## config.mk

```make
export PLATFORM = sky130hd
export DESIGN_NAME = uptr_regs
export DESIGN_NICKNAME = d
export VERILOG_FILES = /design/src/uptr_pkg.sv /design/src/uptr_sync.sv /design/src/uptr_port_cell.sv /design/src/uptr_regs.sv
export SDC_FILE = /design/constraint.sdc
export NUM_CORES = 1
export LEC_CHECK = 0
export BUFFER_PORTS_ARGS = -buffer_cell sky130_fd_sc_hd__buf_2
export CAP_MARGIN = 0
export CORE_MARGIN = 2
export CORE_UTILIZATION = 48
export DETAILED_ROUTE_END_ITERATION = 6
export GPL_ROUTABILITY_DRIVEN = 0
export PLACE_DENSITY = 0.74
export RECOVER_POWER = 50
export SYNTH_ARGS = -nofsm -noshare
export SYNTH_HDL_FRONTEND = slang
export SYNTH_SLANG_ARGS = --single-unit
```

## constraint.sdc

```tcl
create_clock -name clk_i -period 5.6 [get_ports clk_i]
set_input_delay 0.28 -clock clk_i [delete_from_list [all_inputs] [get_ports clk_i]]
set_output_delay 0.28 -clock clk_i [all_outputs]
set_load 0.03 [all_outputs]
```

## src/uptr_pkg.sv

```systemverilog
// Constants, types and register map of the USB port tuning register bank.
package uptr_pkg;

  // ****************************************************************
  // Register indices; byte address is four times the index.
  // ****************************************************************
  localparam int unsigned ADDR_W = 16;
  localparam logic [15:0] IDX_P4_BOOST   = 16'h70CA;
  localparam logic [15:0] IDX_P4_SQUELCH = 16'h70CC;
  localparam logic [15:0] IDX_P4_STATUS  = 16'h71C0;
  localparam logic [15:0] IDX_P5_BOOST   = 16'h74CA;
  localparam logic [15:0] IDX_P5_SQUELCH = 16'h74CC;
  localparam logic [15:0] IDX_P6_BOOST   = 16'h78CA;
  localparam logic [15:0] IDX_P6_SQUELCH = 16'h78CC;
  localparam logic [15:0] IDX_P7_BOOST   = 16'h7CCA;
  localparam logic [15:0] IDX_P7_SQUELCH = 16'h7CCC;

  // ****************************************************************
  // Field layout and reset values.
  // ****************************************************************
  localparam int unsigned NUM_PORTS  = 4;
  localparam int unsigned REG_W      = 8;
  localparam int unsigned CODE_W     = 3;
  localparam int unsigned STATE_W    = 4;
  localparam int unsigned SUB_W      = 3;
  localparam int unsigned DATA_W     = 32;
  localparam int unsigned BE_W       = 4;
  localparam logic [7:0]  BOOST_RST  = 8'h00;
  localparam logic [2:0]  CODE_RST   = 3'h0;
  localparam logic [0:0]  STAT_RSVD  = 1'h0;
  localparam logic [31:0] RDATA_ZERO = 32'h0000_0000;

  // ****************************************************************
  // Drive current and squelch code meanings.
  // ****************************************************************
  typedef enum logic [2:0] {
    DRV_NOMINAL = 3'h0,
    DRV_MINUS5  = 3'h1,
    DRV_PLUS10  = 3'h2,
    DRV_PLUS5   = 3'h3,
    DRV_PLUS20  = 3'h4,
    DRV_PLUS15  = 3'h5,
    DRV_PLUS30  = 3'h6,
    DRV_PLUS25  = 3'h7
  } uptr_drive_t;

  typedef enum logic [2:0] {
    SQ_NOMINAL  = 3'h0,
    SQ_MINUS125 = 3'h1,
    SQ_MINUS250 = 3'h2,
    SQ_MINUS375 = 3'h3,
    SQ_MINUS500 = 3'h4,
    SQ_MINUS625 = 3'h5,
    SQ_PLUS250  = 3'h6,
    SQ_PLUS125  = 3'h7
  } uptr_squelch_t;

  // Link state codes; codes above loopback are not defined.
  typedef enum logic [3:0] {
    LS_U0         = 4'h0,
    LS_U1         = 4'h1,
    LS_U2         = 4'h2,
    LS_U3         = 4'h3,
    LS_DISABLED   = 4'h4,
    LS_RX_DETECT  = 4'h5,
    LS_INACTIVE   = 4'h6,
    LS_POLLING    = 4'h7,
    LS_RECOVERY   = 4'h8,
    LS_HOT_RESET  = 4'h9,
    LS_COMPLIANCE = 4'hA,
    LS_LOOPBACK   = 4'hB
  } uptr_link_state_t;

  // Codes carried to one port's transceiver.
  typedef struct packed {
    uptr_drive_t   drive_current_code;
    uptr_squelch_t squelch_threshold_code;
  } uptr_tune_t;

  // Link status as sampled from the SuperSpeed port.
  typedef struct packed {
    uptr_link_state_t state;
    logic [2:0]       sub_state;
  } uptr_link_t;

endpackage : uptr_pkg

```

## src/uptr_sync.sv

```systemverilog
// Two-flop synchroniser for a group of level signals.
`timescale 1ns/100ps
module uptr_sync #(
  parameter int unsigned WIDTH = 1
) (
  input  wire logic             clk_i,
  input  wire logic             rst_n_i,
  input  wire logic [WIDTH-1:0] d_i,
  output logic      [WIDTH-1:0] q_o
);

  logic [WIDTH-1:0] meta;
  logic [WIDTH-1:0] next_meta;
  logic [WIDTH-1:0] next_q;

  always_comb begin
    next_meta = d_i;
    next_q    = meta;
  end

  // The first stage feeds only the second stage.
  always_ff @(posedge clk_i or negedge rst_n_i) begin
    if (!rst_n_i) begin
      meta <= '0;
      q_o  <= '0;
    end else begin
      meta <= next_meta;
      q_o  <= next_q;
    end
  end

endmodule : uptr_sync

```

## src/uptr_port_cell.sv

```systemverilog
// Boost and squelch registers of one high-speed port.
`timescale 1ns/100ps
module uptr_port_cell (
  input  wire logic               clk_i,
  input  wire logic               rst_n_i,
  input  wire logic               wr_boost_i,
  input  wire logic               wr_squelch_i,
  input  wire logic [7:0]         wdata_i,
  output logic      [7:0]         boost_reg_o,
  output uptr_pkg::uptr_tune_t    tune_o
);

  logic [7:0]           next_boost;
  uptr_pkg::uptr_tune_t next_tune;

  always_comb begin
    next_boost = boost_reg_o;
    next_tune  = tune_o;
    if (wr_boost_i) begin
      // Upper bits are stored and read back but steer nothing.
      next_boost = wdata_i;
      next_tune.drive_current_code =
        uptr_pkg::uptr_drive_t'(wdata_i[uptr_pkg::CODE_W-1:0]);
    end
    if (wr_squelch_i) begin
      next_tune.squelch_threshold_code =
        uptr_pkg::uptr_squelch_t'(wdata_i[uptr_pkg::CODE_W-1:0]);
    end
  end

  always_ff @(posedge clk_i or negedge rst_n_i) begin
    if (!rst_n_i) begin
      boost_reg_o <= uptr_pkg::BOOST_RST;
      tune_o      <= '{drive_current_code: uptr_pkg::DRV_NOMINAL,
                       squelch_threshold_code: uptr_pkg::SQ_NOMINAL};
    end else begin
      boost_reg_o <= next_boost;
      tune_o      <= next_tune;
    end
  end

endmodule : uptr_port_cell

```

## src/uptr_regs.sv

```systemverilog
// Avalon-MM register bank for the tuning registers of ports 4 to 7 and the status register of port 4.
`timescale 1ns/100ps
module uptr_regs (
  input  wire logic                       clk_i,
  input  wire logic                       nrst_i,
  // Avalon-MM slave, word addressed by register index.
  input  wire logic [15:0]                avs_address_i,
  input  wire logic                       avs_read_i,
  input  wire logic                       avs_write_i,
  input  wire logic [31:0]                avs_writedata_i,
  input  wire logic [3:0]                 avs_byteenable_i,
  output logic      [31:0]                avs_readdata_o,
  output logic                            avs_waitrequest_o,
  // Port 4 SuperSpeed link status from the link layer.
  input  wire logic [3:0]                 link_state_i,
  input  wire logic [2:0]                 link_sub_state_i,
  // Tuning codes to the transceivers, index 0 is port 4.
  output uptr_pkg::uptr_tune_t [3:0]      port_tune_o
);

  // ****************************************************************
  // Reset release.
  // ****************************************************************

  logic rst_meta;
  logic rst_n;

  // Assertion is immediate; release waits two clock edges.
  always_ff @(posedge clk_i or negedge nrst_i) begin
    if (!nrst_i) begin
      rst_meta <= 1'b0;
      rst_n    <= 1'b0;
    end else begin
      rst_meta <= 1'b1;
      rst_n    <= rst_meta;
    end
  end

  // ****************************************************************
  // Link status sampling.
  // ****************************************************************

  // The link status comes from another clock. The code is sampled
  // bit by bit, so a read taken while the state changes may return a
  // mixed code for one cycle; software should read twice if it cares.
  logic [6:0]           link_raw;
  logic [6:0]           link_sync;
  uptr_pkg::uptr_link_t link_now;

  assign link_raw = {link_state_i, link_sub_state_i};

  uptr_sync #(
    .WIDTH (7)
  ) u_link_sync (
    .clk_i   (clk_i),
    .rst_n_i (rst_n),
    .d_i     (link_raw),
    .q_o     (link_sync)
  );

  always_comb begin
    link_now.state     = uptr_pkg::uptr_link_state_t'(
                           link_sync[6:uptr_pkg::SUB_W]);
    link_now.sub_state = link_sync[uptr_pkg::SUB_W-1:0];
  end

  // ****************************************************************
  // Bus handshake.
  // ****************************************************************

  // Every access takes one wait state: the first cycle of a request
  // latches the answer, the second completes it. This keeps read data
  // registered at the cost of one cycle per access.
  logic ack;
  logic next_ack;
  logic req;
  logic done;

  assign req  = avs_read_i | avs_write_i;
  assign done = req & ack;

  always_comb begin
    next_ack = req & ~ack;
  end

  always_ff @(posedge clk_i or negedge rst_n) begin
    if (!rst_n) begin
      ack <= 1'b0;
    end else begin
      ack <= next_ack;
    end
  end

  assign avs_waitrequest_o = req & ~ack;

  // ****************************************************************
  // Address decode.
  // ****************************************************************

  logic [3:0] hit_boost;
  logic [3:0] hit_squelch;
  logic       hit_status;

  always_comb begin
    hit_boost[0]   = avs_address_i == uptr_pkg::IDX_P4_BOOST;
    hit_boost[1]   = avs_address_i == uptr_pkg::IDX_P5_BOOST;
    hit_boost[2]   = avs_address_i == uptr_pkg::IDX_P6_BOOST;
    hit_boost[3]   = avs_address_i == uptr_pkg::IDX_P7_BOOST;
    hit_squelch[0] = avs_address_i == uptr_pkg::IDX_P4_SQUELCH;
    hit_squelch[1] = avs_address_i == uptr_pkg::IDX_P5_SQUELCH;
    hit_squelch[2] = avs_address_i == uptr_pkg::IDX_P6_SQUELCH;
    hit_squelch[3] = avs_address_i == uptr_pkg::IDX_P7_SQUELCH;
    hit_status     = avs_address_i == uptr_pkg::IDX_P4_STATUS;
  end

  // ****************************************************************
  // Write strobes.
  // ****************************************************************

  // Registers sit in byte lane 0; a write without that lane changes
  // nothing. Writes to unmapped indices are completed and dropped.
  logic       wr_lane0;
  logic [3:0] wr_boost;
  logic [3:0] wr_squelch;

  assign wr_lane0   = done & avs_write_i & avs_byteenable_i[0];
  assign wr_boost   = hit_boost & {4{wr_lane0}};
  assign wr_squelch = hit_squelch & {4{wr_lane0}};

  // ****************************************************************
  // Port registers.
  // ****************************************************************

  logic [3:0][7:0] boost_reg;

  // One cell per port keeps every port's settings apart.
  genvar gi;
  generate
    for (gi = 0; gi < uptr_pkg::NUM_PORTS; gi++) begin : g_port
      uptr_port_cell u_cell (
        .clk_i        (clk_i),
        .rst_n_i      (rst_n),
        .wr_boost_i   (wr_boost[gi]),
        .wr_squelch_i (wr_squelch[gi]),
        .wdata_i      (avs_writedata_i[uptr_pkg::REG_W-1:0]),
        .boost_reg_o  (boost_reg[gi]),
        .tune_o       (port_tune_o[gi])
      );
    end
  endgenerate

  // ****************************************************************
  // Read data.
  // ****************************************************************

  logic [7:0]  rd_byte;
  logic [31:0] next_rdata;

  always_comb begin
    rd_byte = '0;
    for (int i = 0; i < uptr_pkg::NUM_PORTS; i++) begin
      if (hit_boost[i]) begin
        rd_byte = boost_reg[i];
      end
      if (hit_squelch[i]) begin
        rd_byte = {5'h00,
                   port_tune_o[i].squelch_threshold_code};
      end
    end
    if (hit_status) begin
      rd_byte = {link_now.state,
                 uptr_pkg::STAT_RSVD,
                 link_now.sub_state};
    end
    next_rdata = avs_readdata_o;
    if (avs_read_i & ~ack) begin
      next_rdata = {24'h000000, rd_byte};
    end
  end

  // Read data is held until the next read is latched.
  always_ff @(posedge clk_i or negedge rst_n) begin
    if (!rst_n) begin
      avs_readdata_o <= uptr_pkg::RDATA_ZERO;
    end else begin
      avs_readdata_o <= next_rdata;
    end
  end

endmodule : uptr_regs

```

Word-level counts from Yosys, hierarchy flattened
Index checks and enable logic that the tools add are counted.
W data, S select, Z words.
{"block": "totals", "register_bits": 81, "latchBits": 0, "ramBits": 0, "mem_bits_ro": 0, "input_bits": 63, "output_inout_bits": 57, "elab_cells": 45, "mem_count": 0}
{"block": "classes", "add_sub_neg": 0, "mul": 0, "div_mod_pow": 0, "n_lt_le_gt_ge": 0, "eq_ne": 9, "shift": 0, "mux": 9, "bitwise_logic": 9, "reduce_logical": 0}
{"op": "$eq A16 B15 Y1 const B", "n": 9}
{"op": "$mux W8", "n": 9}
{"op": "$and A4 B4 Y4", "n": 2}
{"op": "$and A1 B1 Y1", "n": 5}
{"op": "$not A1 Y1", "n": 1}
{"op": "$or A1 B1 Y1", "n": 1}

Logic depth before layout (Yosys ltp)
Gate-level depths: netlist of the first run.
{"block": "logic_depth", "ltp_word": 10, "depth_mapped": 7, "ltp_nobuf": 6}

Cells and area by module
Synthesis of the first run repeated with hierarchy kept, for this count alone.
{"block": "hier_totals", "cells_unflattened": 275, "area_unflattened_um2": 3409.5}
{"mod": "uptr_port_cell", "instances": 4, "cells_each": 26, "area_per_inst_um2": 462.9, "seq_area_each_um2": 275.3}
{"mod": "uptr_regs", "instances": 1, "cells_each": 157, "area_per_inst_um2": 1207.4, "seq_area_each_um2": 275.3}
{"mod": "uptr_sync", "instances": 1, "cells_each": 14, "area_per_inst_um2": 350.3, "seq_area_each_um2": 350.3}

Worst setup path before layout of the first run
OpenSTA, ideal clock, no wires.
{"block": "synth_path", "path_kind": "in2reg", "start": "in avs_address_i[0]", "end": "reg g_port[0].u_cell.boost_reg_o[2]", "setup_ns": 0.125, "t_arrival_ns": 1.873, "required_ns": 5.475, "slack_ns": 3.603, "stages": 5, "n_path_buf": 1, "path_cell_list": "or4b_4 -> buf_6 -> nor3_4 -> nor4b_4 -> mux2_2"}
{"block": "synth_between", "elab_chain_len": 2}
{"element": "from (decl)", "line": "uptr_regs.sv:7", "text": "input wire logic [15:0] avs_address_i,"}
{"element": "$eq A16 B15 Y1", "line": "uptr_regs.sv:105", "text": "hit_boost[0] = avs_address_i == uptr_pkg::IDX_P4_BOOST;"}
{"element": "$and A4 B4 Y4", "line": "uptr_regs.sv:127", "text": "assign wr_boost = hit_boost & {4{wr_lane0}};"}
{"element": "to (signal assigned)", "line": "uptr_port_cell.sv:33", "text": "boost_reg_o <= uptr_pkg::BOOST_RST;"}
{"element": "to (signal assigned)", "line": "uptr_port_cell.sv:37", "text": "boost_reg_o <= next_boost;"}
{"element": "to (decl)", "line": "uptr_port_cell.sv:9", "text": "output logic [7:0] boost_reg_o,"}
No other way between the ends.
A chain may end at the register's enable or synchronous reset.

==> results of run 1 <==
-- area by class of cell --
class / count / area [um2]
Inverter: 3 / 11.3
Fill cell: 613 / 3010
Timing Repair Buffer: 70 / 313
Clock inverter: 7 / 80.1
Multi-Input combinational cell: 189 / 1480
Tap cell: 96 / 120
Sequential cell: 69 / 1730
Clock buffer: 9 / 124
-- synthesized netlist by cell type (2+ instances only) --
cell type,count
and3_1,3
nor3_1,6
nor4b_4,2
a21oi_1,6
and2_1,3
a222oi_1,4
dfrtp_1,69
mux2i_1,3
nor2b_1,2
nand4_1,2
a21o_1,4
conb_1,2
nand3_1,5
o21ai_1,3
mux2_2,45
nor4_4,3
a22o_1,2
inv_1,2
nor3b_1,2
nor4b_1,3
nor4_1,3
and4b_1,3
nand2b_1,2
a31oi_1,3
buf_4,36
o21ai_0,5
or3_1,4
nand2_1,8
nor2_1,11
and4_1,2
clkbuf_1,2
a22oi_1,5
-- state kept, by name, summed over array words and instances (netlist names) --
name,count
u_link_sync.meta,7
avs_readdata_o,8
rst_meta,1
g_port.u_cell.boost_reg_o,26
ack,1
u_link_sync.q_o,7
rst_n,1
g_port.u_cell.tune_o,18
-- cell families (layout without fill, tap and decap cells) --
family	after synthesis	count (layout)	share of synthesized area [%]
other	2	25	0.219
muxes	48	48	15.6
AOI/OAI and AO/OA	41	41	8.42
DFF	69	69	50.3
buffers and inverters	44	89	9.00
and+or+nand+nor	75	75	16.4
-- routing by layer --
metal | global-route usage (%) | vias up | part of all wire, %
li1 | - | 1102 | -
met1 | 28.8 | 1205 | 44
met2 | 33.0 | 101 | 48
met3 | 3.92 | 13 | 6.9
met4 | 8.13 | 0 | 1.6
met5 | 0 | - | 0
-- through the flow --
| stage | area, um2 | hold WS, ns | total power, uW |
|---|---|---|---|
| 3_3_place_gp | 3690 | 0.0651 | 607 |
| 5_1_grt | 3860 | 0.00635 | 1060 |
| 3_5_place_dp | 3690 | 0.0675 | 610 |
| 2_1_floorplan | 3520 | -0.0156 | 591 |
| 6_report | 3860 | 0.0326 | 1020 |
| 4_1_cts | 3910 | 0.0162 | 1030 |
-- power groups by stage --
stage | Sequential, uW | Combinational [uW] | Clock, uW
after floorplan | 532 | 58.8 | 0
after global placement | 525 | 82.5 | 0
after detailed placement | 526 | 84.0 | 0
after CTS | 516 | 84.8 | 427
after global routing | 518 | 91.3 | 451
final | 515 | 83.4 | 419
-- worst paths after layout --
check                                             endpoint  slack, ns  cells past startpoint
max in group clk_i         g_port[0].u_cell.boost_reg_o[7]       3.51                      5
min                                    u_link_sync.meta[3]       0.03                      1
max reg2reg                                            ack       2.77                      1
max                                                    ack       2.77                      1
min reg2reg                             u_link_sync.q_o[5]       0.35                      0
min in group asynchronous                            rst_n       0.24                      2
==> flow_metrics.py, run 1 <==
metrics = {
    "run_status": {
        "status": "complete, but fails checks",
        "violations": "max-capacitance violations, max-slew violations",
    },
    "sta": {
        "max_freq_mhz": 354,
        "finalSetupViolations": 0,
        "fin_worst_skew_ns": 0.0114,
        "fin_ws_ns": 2.77,
        "finalSetupTns_ns": 0,
        "slew_viol_final": 35,
        "finalHoldViolCount": 0,
        "relSlewSlack_pct": -19.1,
        "rsz0062_at_grt": "false",
        "fin_crit_ns": 2.83,
        "fin_crit_sh_pct": 50.5,
        "tightest_slew_ns": 1.79,
    },
    "global_route": {
        "grt_pass1_wl_um": 11900,
        "grt.total_usage_pct": 20.9,
        "grt_max_degree": 35,
        "grt_overflow_total": 0,
        "antenna_found_initial": 0,
        "grt_pass1_vias": 2326,
    },
    "clock_tree": {
        "root_buffer": "clkbuf_8",
        "clockBufferDepth": 2,
        "cts_tree": "done",
        "cts_resized": 0,
        "htreeDepth": 3,
        "cts_buffers": 9,
        "cts_hold_buf": 1,
        "cts.sinks": 69,
        "cts_setup_buffers": 0,
        "clk-insertion-delay-late_ns": 0.35,
        "clkSlewWorstSetupHoldPaths_ns": 0.08,
    },
    "power_and_ir_drop": {
        "p_per_area_nw_per_um2": 264,
        "internal_power_uw": 738,
        "switchingPower_uw": 280,
        "power_frac_clock_pct": 41.2,
        "ir_drop_v": 0.000148,
        "power_switching_share_pct": 27.5,
        "combPwrFrac_pct": 8.2,
        "power.leakage_uw": 0.00184,
        "seq_power_share_pct": 50.6,
    },
    "yosys": {
        "synth_seq_cells": 69,
        "synth_area_um2": 3430,
        "async_flop_share_pct": 100,
        "synth-warning-count": 0,
        "synth_top_area_cell": "dfrtp_1",
        "yosysUniqueCellTypes": 56,
        "synth_edf_count": 0,
        "synth_ff_type": "dfrtp_1",
        "syn_inst": 279,
        "synth_top_area_share_pct": 50.3,
        "netlist_top_cells_area": "dfrtp_1 (50%), mux2_2 (15%), buf_4 (7.9%)",
        "synth.yosys.seq_area_share_pct": 50.3,
        "avgSynthCellArea_um2": 12.3,
    },
    "finish": {
        "fin_util_pct": 56.2,
        "area_delta_synth_final_pct": 12.4,
        "final_common_cell": "dfrtp_1",
        "final_cell_mix": "dfrtp_1 (69), mux2_2 (45), buf_2 (35), clkbuf_1 (34), conb_1 (25)",
        "stdcell_count": 443,
        "layout.nets": 405,
        "drive_above_1_share_pct": 32.0,
        "antennaDiodeCount": 0,
    },
    "placed_design": {
        "hpwl_um": 5630,
        "dp_slack_ns": 3.16,
        "dp_cells": 426,
        "port-buffer-count": 68,
    },
    "worst_setup_path": {
        "worstSetupStartpoint": "rst_n",
        "crit_required_ns": 5.72,
        "reg2reg_from": "rst_n",
        "path_class": "reg2async",
        "path_cells": "clkbuf_1",
        "crit_fanout": 34,
        "slowest_stage": "clkbuf_1",
        "max_stage_delay_ns": 1.36,
        "path_delay_family": "buffers and inverters",
        "cp.arrival_ns": 2.95,
        "end_kind": "async pin",
        "cp-start-kind": "register",
        "crit_buf_inv": 1,
    },
    "die": {
        "start_util_pct": 50.0,
        "die_x_um": 88.6,
        "io_pins": 120,
        "rows": 30,
        "fp.dieH_um": 88.6,
        "coreArea_um2": 6870,
        "dieArea_um2": 7850,
    },
    "route": {
        "wl_per_cell_um": 17.4,
        "drtAntennaViolNets": 0,
        "drt-initial-drc-count": 103,
        "drc": 0,
        "wl_um": 7700,
        "dr.pass1.iters": 4,
        "viasPerCell": 5.47,
        "vias": 2421,
    },
    "job": {
        "drv_cap": 1,
    },
    "worst_hold_path": {
        "min_path_type": "in2reg",
        "min_from": "link_state_i[0]",
    },
}
Power figures use the tool's default switching activity.
==> inputs of run 2 (changes only) <==
ABC_AREA = 1   (was unset)
CORE_UTILIZATION = 45   (was 48)
PLACE_DENSITY = 0.73   (was 0.74)
clock period = 2.4 ns   (was 5.6 ns; I/O delays follow)
==> run 2 against run 1 <==
  * The run now ends clean
  * Non-clock buffer count increased by 8
  * First-iteration DRC count is 44% higher
  * Sequential share of layout area is 1.3 points lower
  * Critical path depth rose by 4
  * Fmax is 90% higher
  * Final cell count rose by 24%
  * Utilization shrank 1.9 points
  * Wire length is 10% lower
  * Largest cell class unchanged
==> flow_metrics.py, run 2 <==
metrics = {
    "run_status": {
        "status": "complete, no violations",
    },
    "worst_setup_path": {
        "end_kind": "register",
        "slowest_stage": "dfrtp_1",
        "max_stage_delay_ns": 0.37,
        "crit_fanout": 16,
        "rr_worst_depth": 5,
        "path_cells": "nand3_1 > inv_1 > nand2_2 > nand2_1 > o21ai_2",
        "cp.arrival_ns": 1.71,
        "crit_required_ns": 2.63,
        "path_class": "reg2reg",
        "cp-start-kind": "register",
    },
    "yosys": {
        "synth-simple-area-share_pct": 24.3,
        "synth_compound_area_share_pct": 11.5,
        "synth_edf_count": 0,
        "synth_seq_cells": 69,
        "synth_ff_type": "dfrtp_1",
        "synth_top_family_by_area": "simple AND/OR/NAND/NOR gates",
        "synth_top_area_cell": "dfrtp_1",
        "netlist_top_cells_area": "dfrtp_1 (50%), nand2_1 (11%), buf_4 (7.8%)",
        "yosysMostFrequentCell": "nand2_1",
        "synth.area.mux_share_pct": 0,
        "syn_inst": 377,
        "synth_top_area_share_pct": 50.1,
        "async_flop_share_pct": 100,
        "synth_xor_area_share_pct": 0,
        "synth_area_um2": 3450,
        "synth.yosys.seq_area_share_pct": 50.1,
        "synth-warning-count": 0,
        "synth_commonest_cells": "nand2_1 (97), dfrtp_1 (69), buf_4 (36)",
        "synth_adder_area_share_pct": 0,
        "yosysUniqueCellTypes": 31,
        "avgSynthCellArea_um2": 9.14,
    },
    "route": {
        "drtAntennaViolNets": 0,
        "wl_um": 6890,
        "drt-initial-drc-count": 148,
        "dr.pass1.iters": 4,
        "drc": 0,
        "wl_per_cell_um": 12.5,
        "vias": 2535,
        "viasPerCell": 4.61,
    },
    "power_and_ir_drop": {
        "power_frac_clock_pct": 40.4,
        "power_switching_share_pct": 26.6,
        "p_per_area_nw_per_um2": 604,
        "internal_power_uw": 1760,
        "combPwrFrac_pct": 9.6,
        "ir_drop_v": 0.000384,
        "seq_power_share_pct": 50.0,
        "switchingPower_uw": 639,
        "power.leakage_uw": 0.00216,
    },
    "clock_tree": {
        "cts_tree": "done",
        "htreeDepth": 3,
        "cts_buffers": 9,
        "clkSlewWorstSetupHoldPaths_ns": 0.08,
        "cts_setup_buffers": 0,
        "cts.sinks": 69,
        "root_buffer": "clkbuf_8",
        "clockBufferDepth": 2,
        "clk-insertion-delay-late_ns": 0.34,
    },
    "global_route": {
        "grt.total_usage_pct": 17.9,
        "grt_overflow_total": 0,
        "antenna_found_initial": 0,
        "grt_pass1_wl_um": 11600,
        "grt_pass1_vias": 2516,
        "grt_max_degree": 65,
    },
    "sta": {
        "fin_crit_sh_pct": 61.9,
        "fin_ws_ns": 0.914,
        "finalSetupTns_ns": 0,
        "max_freq_mhz": 673,
        "finalSetupViolations": 0,
        "tightest_slew_ns": 0.561,
        "rsz0062_at_grt": "false",
        "relSlewSlack_pct": 62.5,
        "fin_worst_skew_ns": 0.00512,
        "finalHoldViolCount": 0,
        "holdWs_ns": 0.0571,
        "fin_crit_ns": 1.49,
        "slew_viol_final": 0,
    },
    "placed_design": {
        "hpwl_um": 4900,
        "dp_slack_ns": 0.718,
        "port-buffer-count": 68,
    },
    "die": {
        "rows": 31,
        "io_pins": 120,
        "coreArea_um2": 7330,
        "fp.dieH_um": 91.5,
        "start_util_pct": 47.0,
        "dieArea_um2": 8370,
        "die_x_um": 91.5,
    },
    "worst_hold_path": {
        "min_path_cells": 3,
        "min_path_type": "in2reg",
    },
    "finish": {
        "largest_reg_flops": 26,
        "reg.largest.list": "g_port.u_cell.boost_reg_o (26), g_port.u_cell.tune_o (18), avs_readdata_o (8)",
        "layout.nets": 509,
        "final_common_cell": "nand2_1",
        "antennaDiodeCount": 0,
        "area_delta_synth_final_pct": 15.4,
        "final_cell_mix": "nand2_1 (97), dfrtp_1 (69), buf_2 (67), inv_1 (32)",
        "drive_above_1_share_pct": 31.3,
        "regMostFlops": "g_port.u_cell.boost_reg_o",
    },
    "job": {
        "drv_cap": 0,
    },
}
[run 2: changes by cell type after synthesis, moves of 5 or more]
cell / previous run / this run
o21ai_0: 5 / 14
a21oi_1: 6 / 1
nand2_4: 0 / 7
mux2_2: 45 / 0
nand2_1: 8 / 97
a22oi_1: 5 / 0
nor2_4: 1 / 7
nand3_1: 5 / 20
o21ai_2: 0 / 25
nand4_1: 2 / 8
nor3_1: 6 / 1
inv_1: 2 / 32
nand2_2: 1 / 9
o21ai_1: 3 / 8
[run 2: path summary, 6_finish.rpt]
kind / slack (ns) / end / start
setup / recovery: 0.91 / g_port[3].u_cell.boost_reg_o[3] / ack
hold / removal: 0.06 / ack / avs_read_i
setup reg to reg: 0.91 / g_port[3].u_cell.boost_reg_o[3] / ack
hold reg to reg: 0.08 / u_link_sync.meta[4] / rst_n
max in group asynchronous: 1.73 / g_port[3].u_cell.boost_reg_o[3] / rst_n
min in group asynchronous: 0.08 / u_link_sync.meta[4] / rst_n
[run 2: logic make-up (layout without fill, tap and decap cells)]
group / after synthesis / in the layout
AND/OR/NAND/NOR: 171 / 171
buffers and inverters: 79 / 130
flip-flops: 69 / 69
AO/OA/AOI/OAI: 56 / 56
other: 2 / 25
[run 2: power by group through the flow]
stage / Clock, uW / Sequential, uW / Combinational, uW
detailed placement: 0 / 1220 / 223
global placement: 0 / 1220 / 219
floorplan: 0 / 1260 / 140
finish: 972 / 1200 / 230
global route: 1060 / 1200 / 256
CTS: 999 / 1200 / 234
[run 2: worst max-delay path: cells and delay by family (launching register included)]
family                 cells  cell delay [ns]
AOI/OAI and AO/OA          1             0.06
buffers and inverters      1             0.36
DFF                        1             0.37
and+or+nand+nor            3             0.58
[run 2: what timing repair did]
action / CTS / global route
hold buffers: 8 / 0
gates resized for setup: 0 / 0
endpoints found under the hold margin: 9 / 0
[run 2: per-layer routing]
layer | track usage [%] | wire length (um) | part of all wire [%]
met1 | 21.8 | 2950 | 43
met2 | 29.6 | 3360 | 49
met3 | 5.15 | 466 | 6.8
met4 | 7.32 | 109 | 1.6
met5 | 0 | 0 | 0
[run 2: per-stage QoR]
step	utilization, %	cells	power (uW)	cell area [um2]
floorplan	-	400	1400	3530
global placement	50.3	526	1440	3690
detailed placement	50.3	526	1450	3690
CTS	54.3	550	2440	3980
global route	54.2	550	2520	3980
finish	54.2	550	2400	3980
[run 2: final cells by class]
| cell class | count | area [um2] |
|---|---|---|
| Fill cell | 681 | 3350 |
| Sequential cell | 69 | 1730 |
| Multi-Input combinational cell | 252 | 1330 |
| Timing Repair Buffer | 78 | 447 |
| Inverter | 36 | 143 |
| Clock buffer | 10 | 138 |
| Tap cell | 99 | 124 |
| Clock inverter | 6 | 71.3 |
==> inputs of run 3 (changes only) <==
clock period = 1.2 ns   (was 2.4 ns; I/O delays follow)
==> run 3 against run 2 <==
  * Die area is the same
  * Register-to-register slack lost 0.86 ns
  * Count of clock-buffer cells in the layout shrank 1
  * Via count grew 2.8%
  * Non-clock buffer count grew 19
  * Setup slack lost 0.88 ns
  * Combinational power grew 130%
  * Sequential share of layout area shrank 1.8 points
  * Clock skew grew 0.0010 ns
  * Largest power group unchanged
  * Highest routed layer unchanged
==> flow_metrics.py, run 3 (synthesis gave the netlist of run 2 again) <==
metrics = {
    "run_status": {
        "status": "complete, no violations",
    },
    "route": {
        "wl_um": 7080,
        "drc": 0,
        "viasPerCell": 4.58,
        "dr.pass1.iters": 4,
        "wl_per_cell_um": 12.4,
        "vias": 2606,
        "drt-initial-drc-count": 165,
        "drtAntennaViolNets": 0,
    },
    "finish": {
        "area_delta_synth_final_pct": 20.6,
        "largest_reg_flops": 26,
        "drive_above_1_share_pct": 34.9,
        "final_cell_mix": "nand2_1 (97), dfrtp_1 (68), buf_2 (66), inv_1 (31), o21ai_2 (26)",
        "layout.nets": 528,
        "final_common_cell": "nand2_1",
        "design_area_um2": 4160,
        "regMostFlops": "g_port.u_cell.boost_reg_o",
        "antennaDiodeCount": 0,
        "reg.largest.list": "g_port.u_cell.boost_reg_o (26), g_port.u_cell.tune_o (18), avs_readdata_o (8)",
    },
    "global_route": {
        "grt_pass1_wl_um": 11900,
        "grt_overflow_total": 0,
        "grt.total_usage_pct": 18.3,
        "antenna_found_initial": 0,
        "grt_pass1_vias": 2568,
        "grt_max_degree": 44,
    },
    "sta": {
        "finalSetupTns_ns": 0,
        "rsz0062_at_grt": "true",
        "finalSetupViolations": 0,
        "slew_viol_final": 0,
        "holdWs_ns": 0.0300,
        "max_freq_mhz": 858,
        "relSlewSlack_pct": 61.5,
        "finalHoldViolCount": 0,
        "fin_crit_ns": 1.17,
        "tightest_slew_ns": 0.578,
        "fin_crit_sh_pct": 97.1,
        "fin_worst_skew_ns": 0.00614,
    },
    "worst_setup_path": {
        "rrSetupSlack_ns": 0.05,
        "cp-start-kind": "register",
        "endpoint": "avs_waitrequest_o",
        "crit_fanout": 2,
        "end_kind": "primary output",
        "rr_worst_depth": 5,
        "path_class": "reg2out",
        "worstSetupStartpoint": "ack",
        "r2r-end": "g_port[1].u_cell.tune_o[3]",
        "crit_required_ns": 1.14,
        "cp.arrival_ns": 1.11,
        "reg2reg_from": "ack",
    },
    "placed_design": {
        "place_area_um2": 3800,
        "hpwl_um": 5120,
        "port-buffer-count": 68,
    },
    "die": {
        "die_x_um": 91.5,
        "fp.dieH_um": 91.5,
        "start_util_pct": 47.0,
        "coreArea_um2": 7330,
        "rows": 31,
        "io_pins": 120,
        "dieArea_um2": 8370,
    },
    "clock_tree": {
        "clk-insertion-delay-late_ns": 0.35,
        "clkSlewWorstSetupHoldPaths_ns": 0.08,
        "root_buffer": "clkbuf_8",
        "htreeDepth": 3,
        "cts.sinks": 69,
        "cts_buffers": 9,
        "cts_tree": "done",
        "clockBufferDepth": 2,
    },
    "power_and_ir_drop": {
        "p_per_area_nw_per_um2": 1140,
        "ir_drop_v": 0.000695,
        "power_uw": 4720,
        "power.leakage_uw": 0.00226,
    },
    "worst_hold_path": {
        "min_path_type": "in2reg",
    },
    "job": {
        "drv_cap": 0,
    },
}
-- run 3: cell types whose count changed in the layout (fill, tap and decap cells not counted), sizes merged --
cell | before | now
clkinv | 4 | 3
clkbuf | 11 | 12
inv | 35 | 39
clkinvlp | 2 | 1
bufinv | 1 | 0
dlygate4sd3 | 8 | 10
buf | 69 | 84
-- run 3: layout make-up --
class,instances,area (um2)
Fill cell,673,3180
Sequential cell,69,1730
Multi-Input combinational cell,252,1360
Timing Repair Buffer,97,606
Inverter,36,148
Clock buffer,9,124
Tap cell,99,124
Clock inverter,7,65.1
-- run 3: worst min path at each step --
stage / to / start / slack, ns / cells past startpoint
2_1_floorplan: rst_meta / nrst_i / -0.24 / 0
3_3_place_gp: rst_meta / nrst_i / -0.15 / 1
3_5_place_dp: rst_meta / nrst_i / -0.15 / 1
4_1_cts: ack / avs_write_i / 0.02 / 3
5_1_grt: ack / avs_write_i / 0.03 / 3
6_report: ack / avs_write_i / 0.03 / 3
-- run 3: per-stage QoR --
stage,setup slack [ns],std cells,utilization (%)
after global placement,-0.0749,539,51.8
after detailed placement,-0.108,539,51.8
after CTS,-0.000997,568,56.6
after global routing,-0.0412,569,56.7
after floorplan,0.0216,400,-
final,0.0348,569,56.7
-- run 3: repair_timing --
| action | 4_1_cts | 5_1_grt |
|---|---|---|
| endpoints found under the hold margin | 10 | 0 |
| gates cloned | 1 | 0 |
| setup endpoints to repair | 46 | 39 |
| setup buffers | 2 | 1 |
| pin swaps | 1 | 4 |
| resized for setup | 12 | 8 |
| hold buffers | 10 | 0 |
-- run 3: where the power goes --
group / internal [uW] / leakage [uW] / switching, uW
clock: 803 / 0.0000947 / 992
sequential: 2380 / 0.000917 / 23.1
combinational: 158 / 0.00125 / 365
total: 3340 / 0.00226 / 1380
-- run 3: routing by layer --
layer  track usage [%]  share of wire (%)
met2              30.8                 49
met4              6.82                1.8
met1              22.2                 42
met5                 0                  0
met3              5.48                6.7
-- run 3: critical path, cell delays in order (launching register included) --
cell and delay [ns]:
dfrtp_1 0.41, buf_6 0.14, nor2_4 0.08, buf_6 0.13
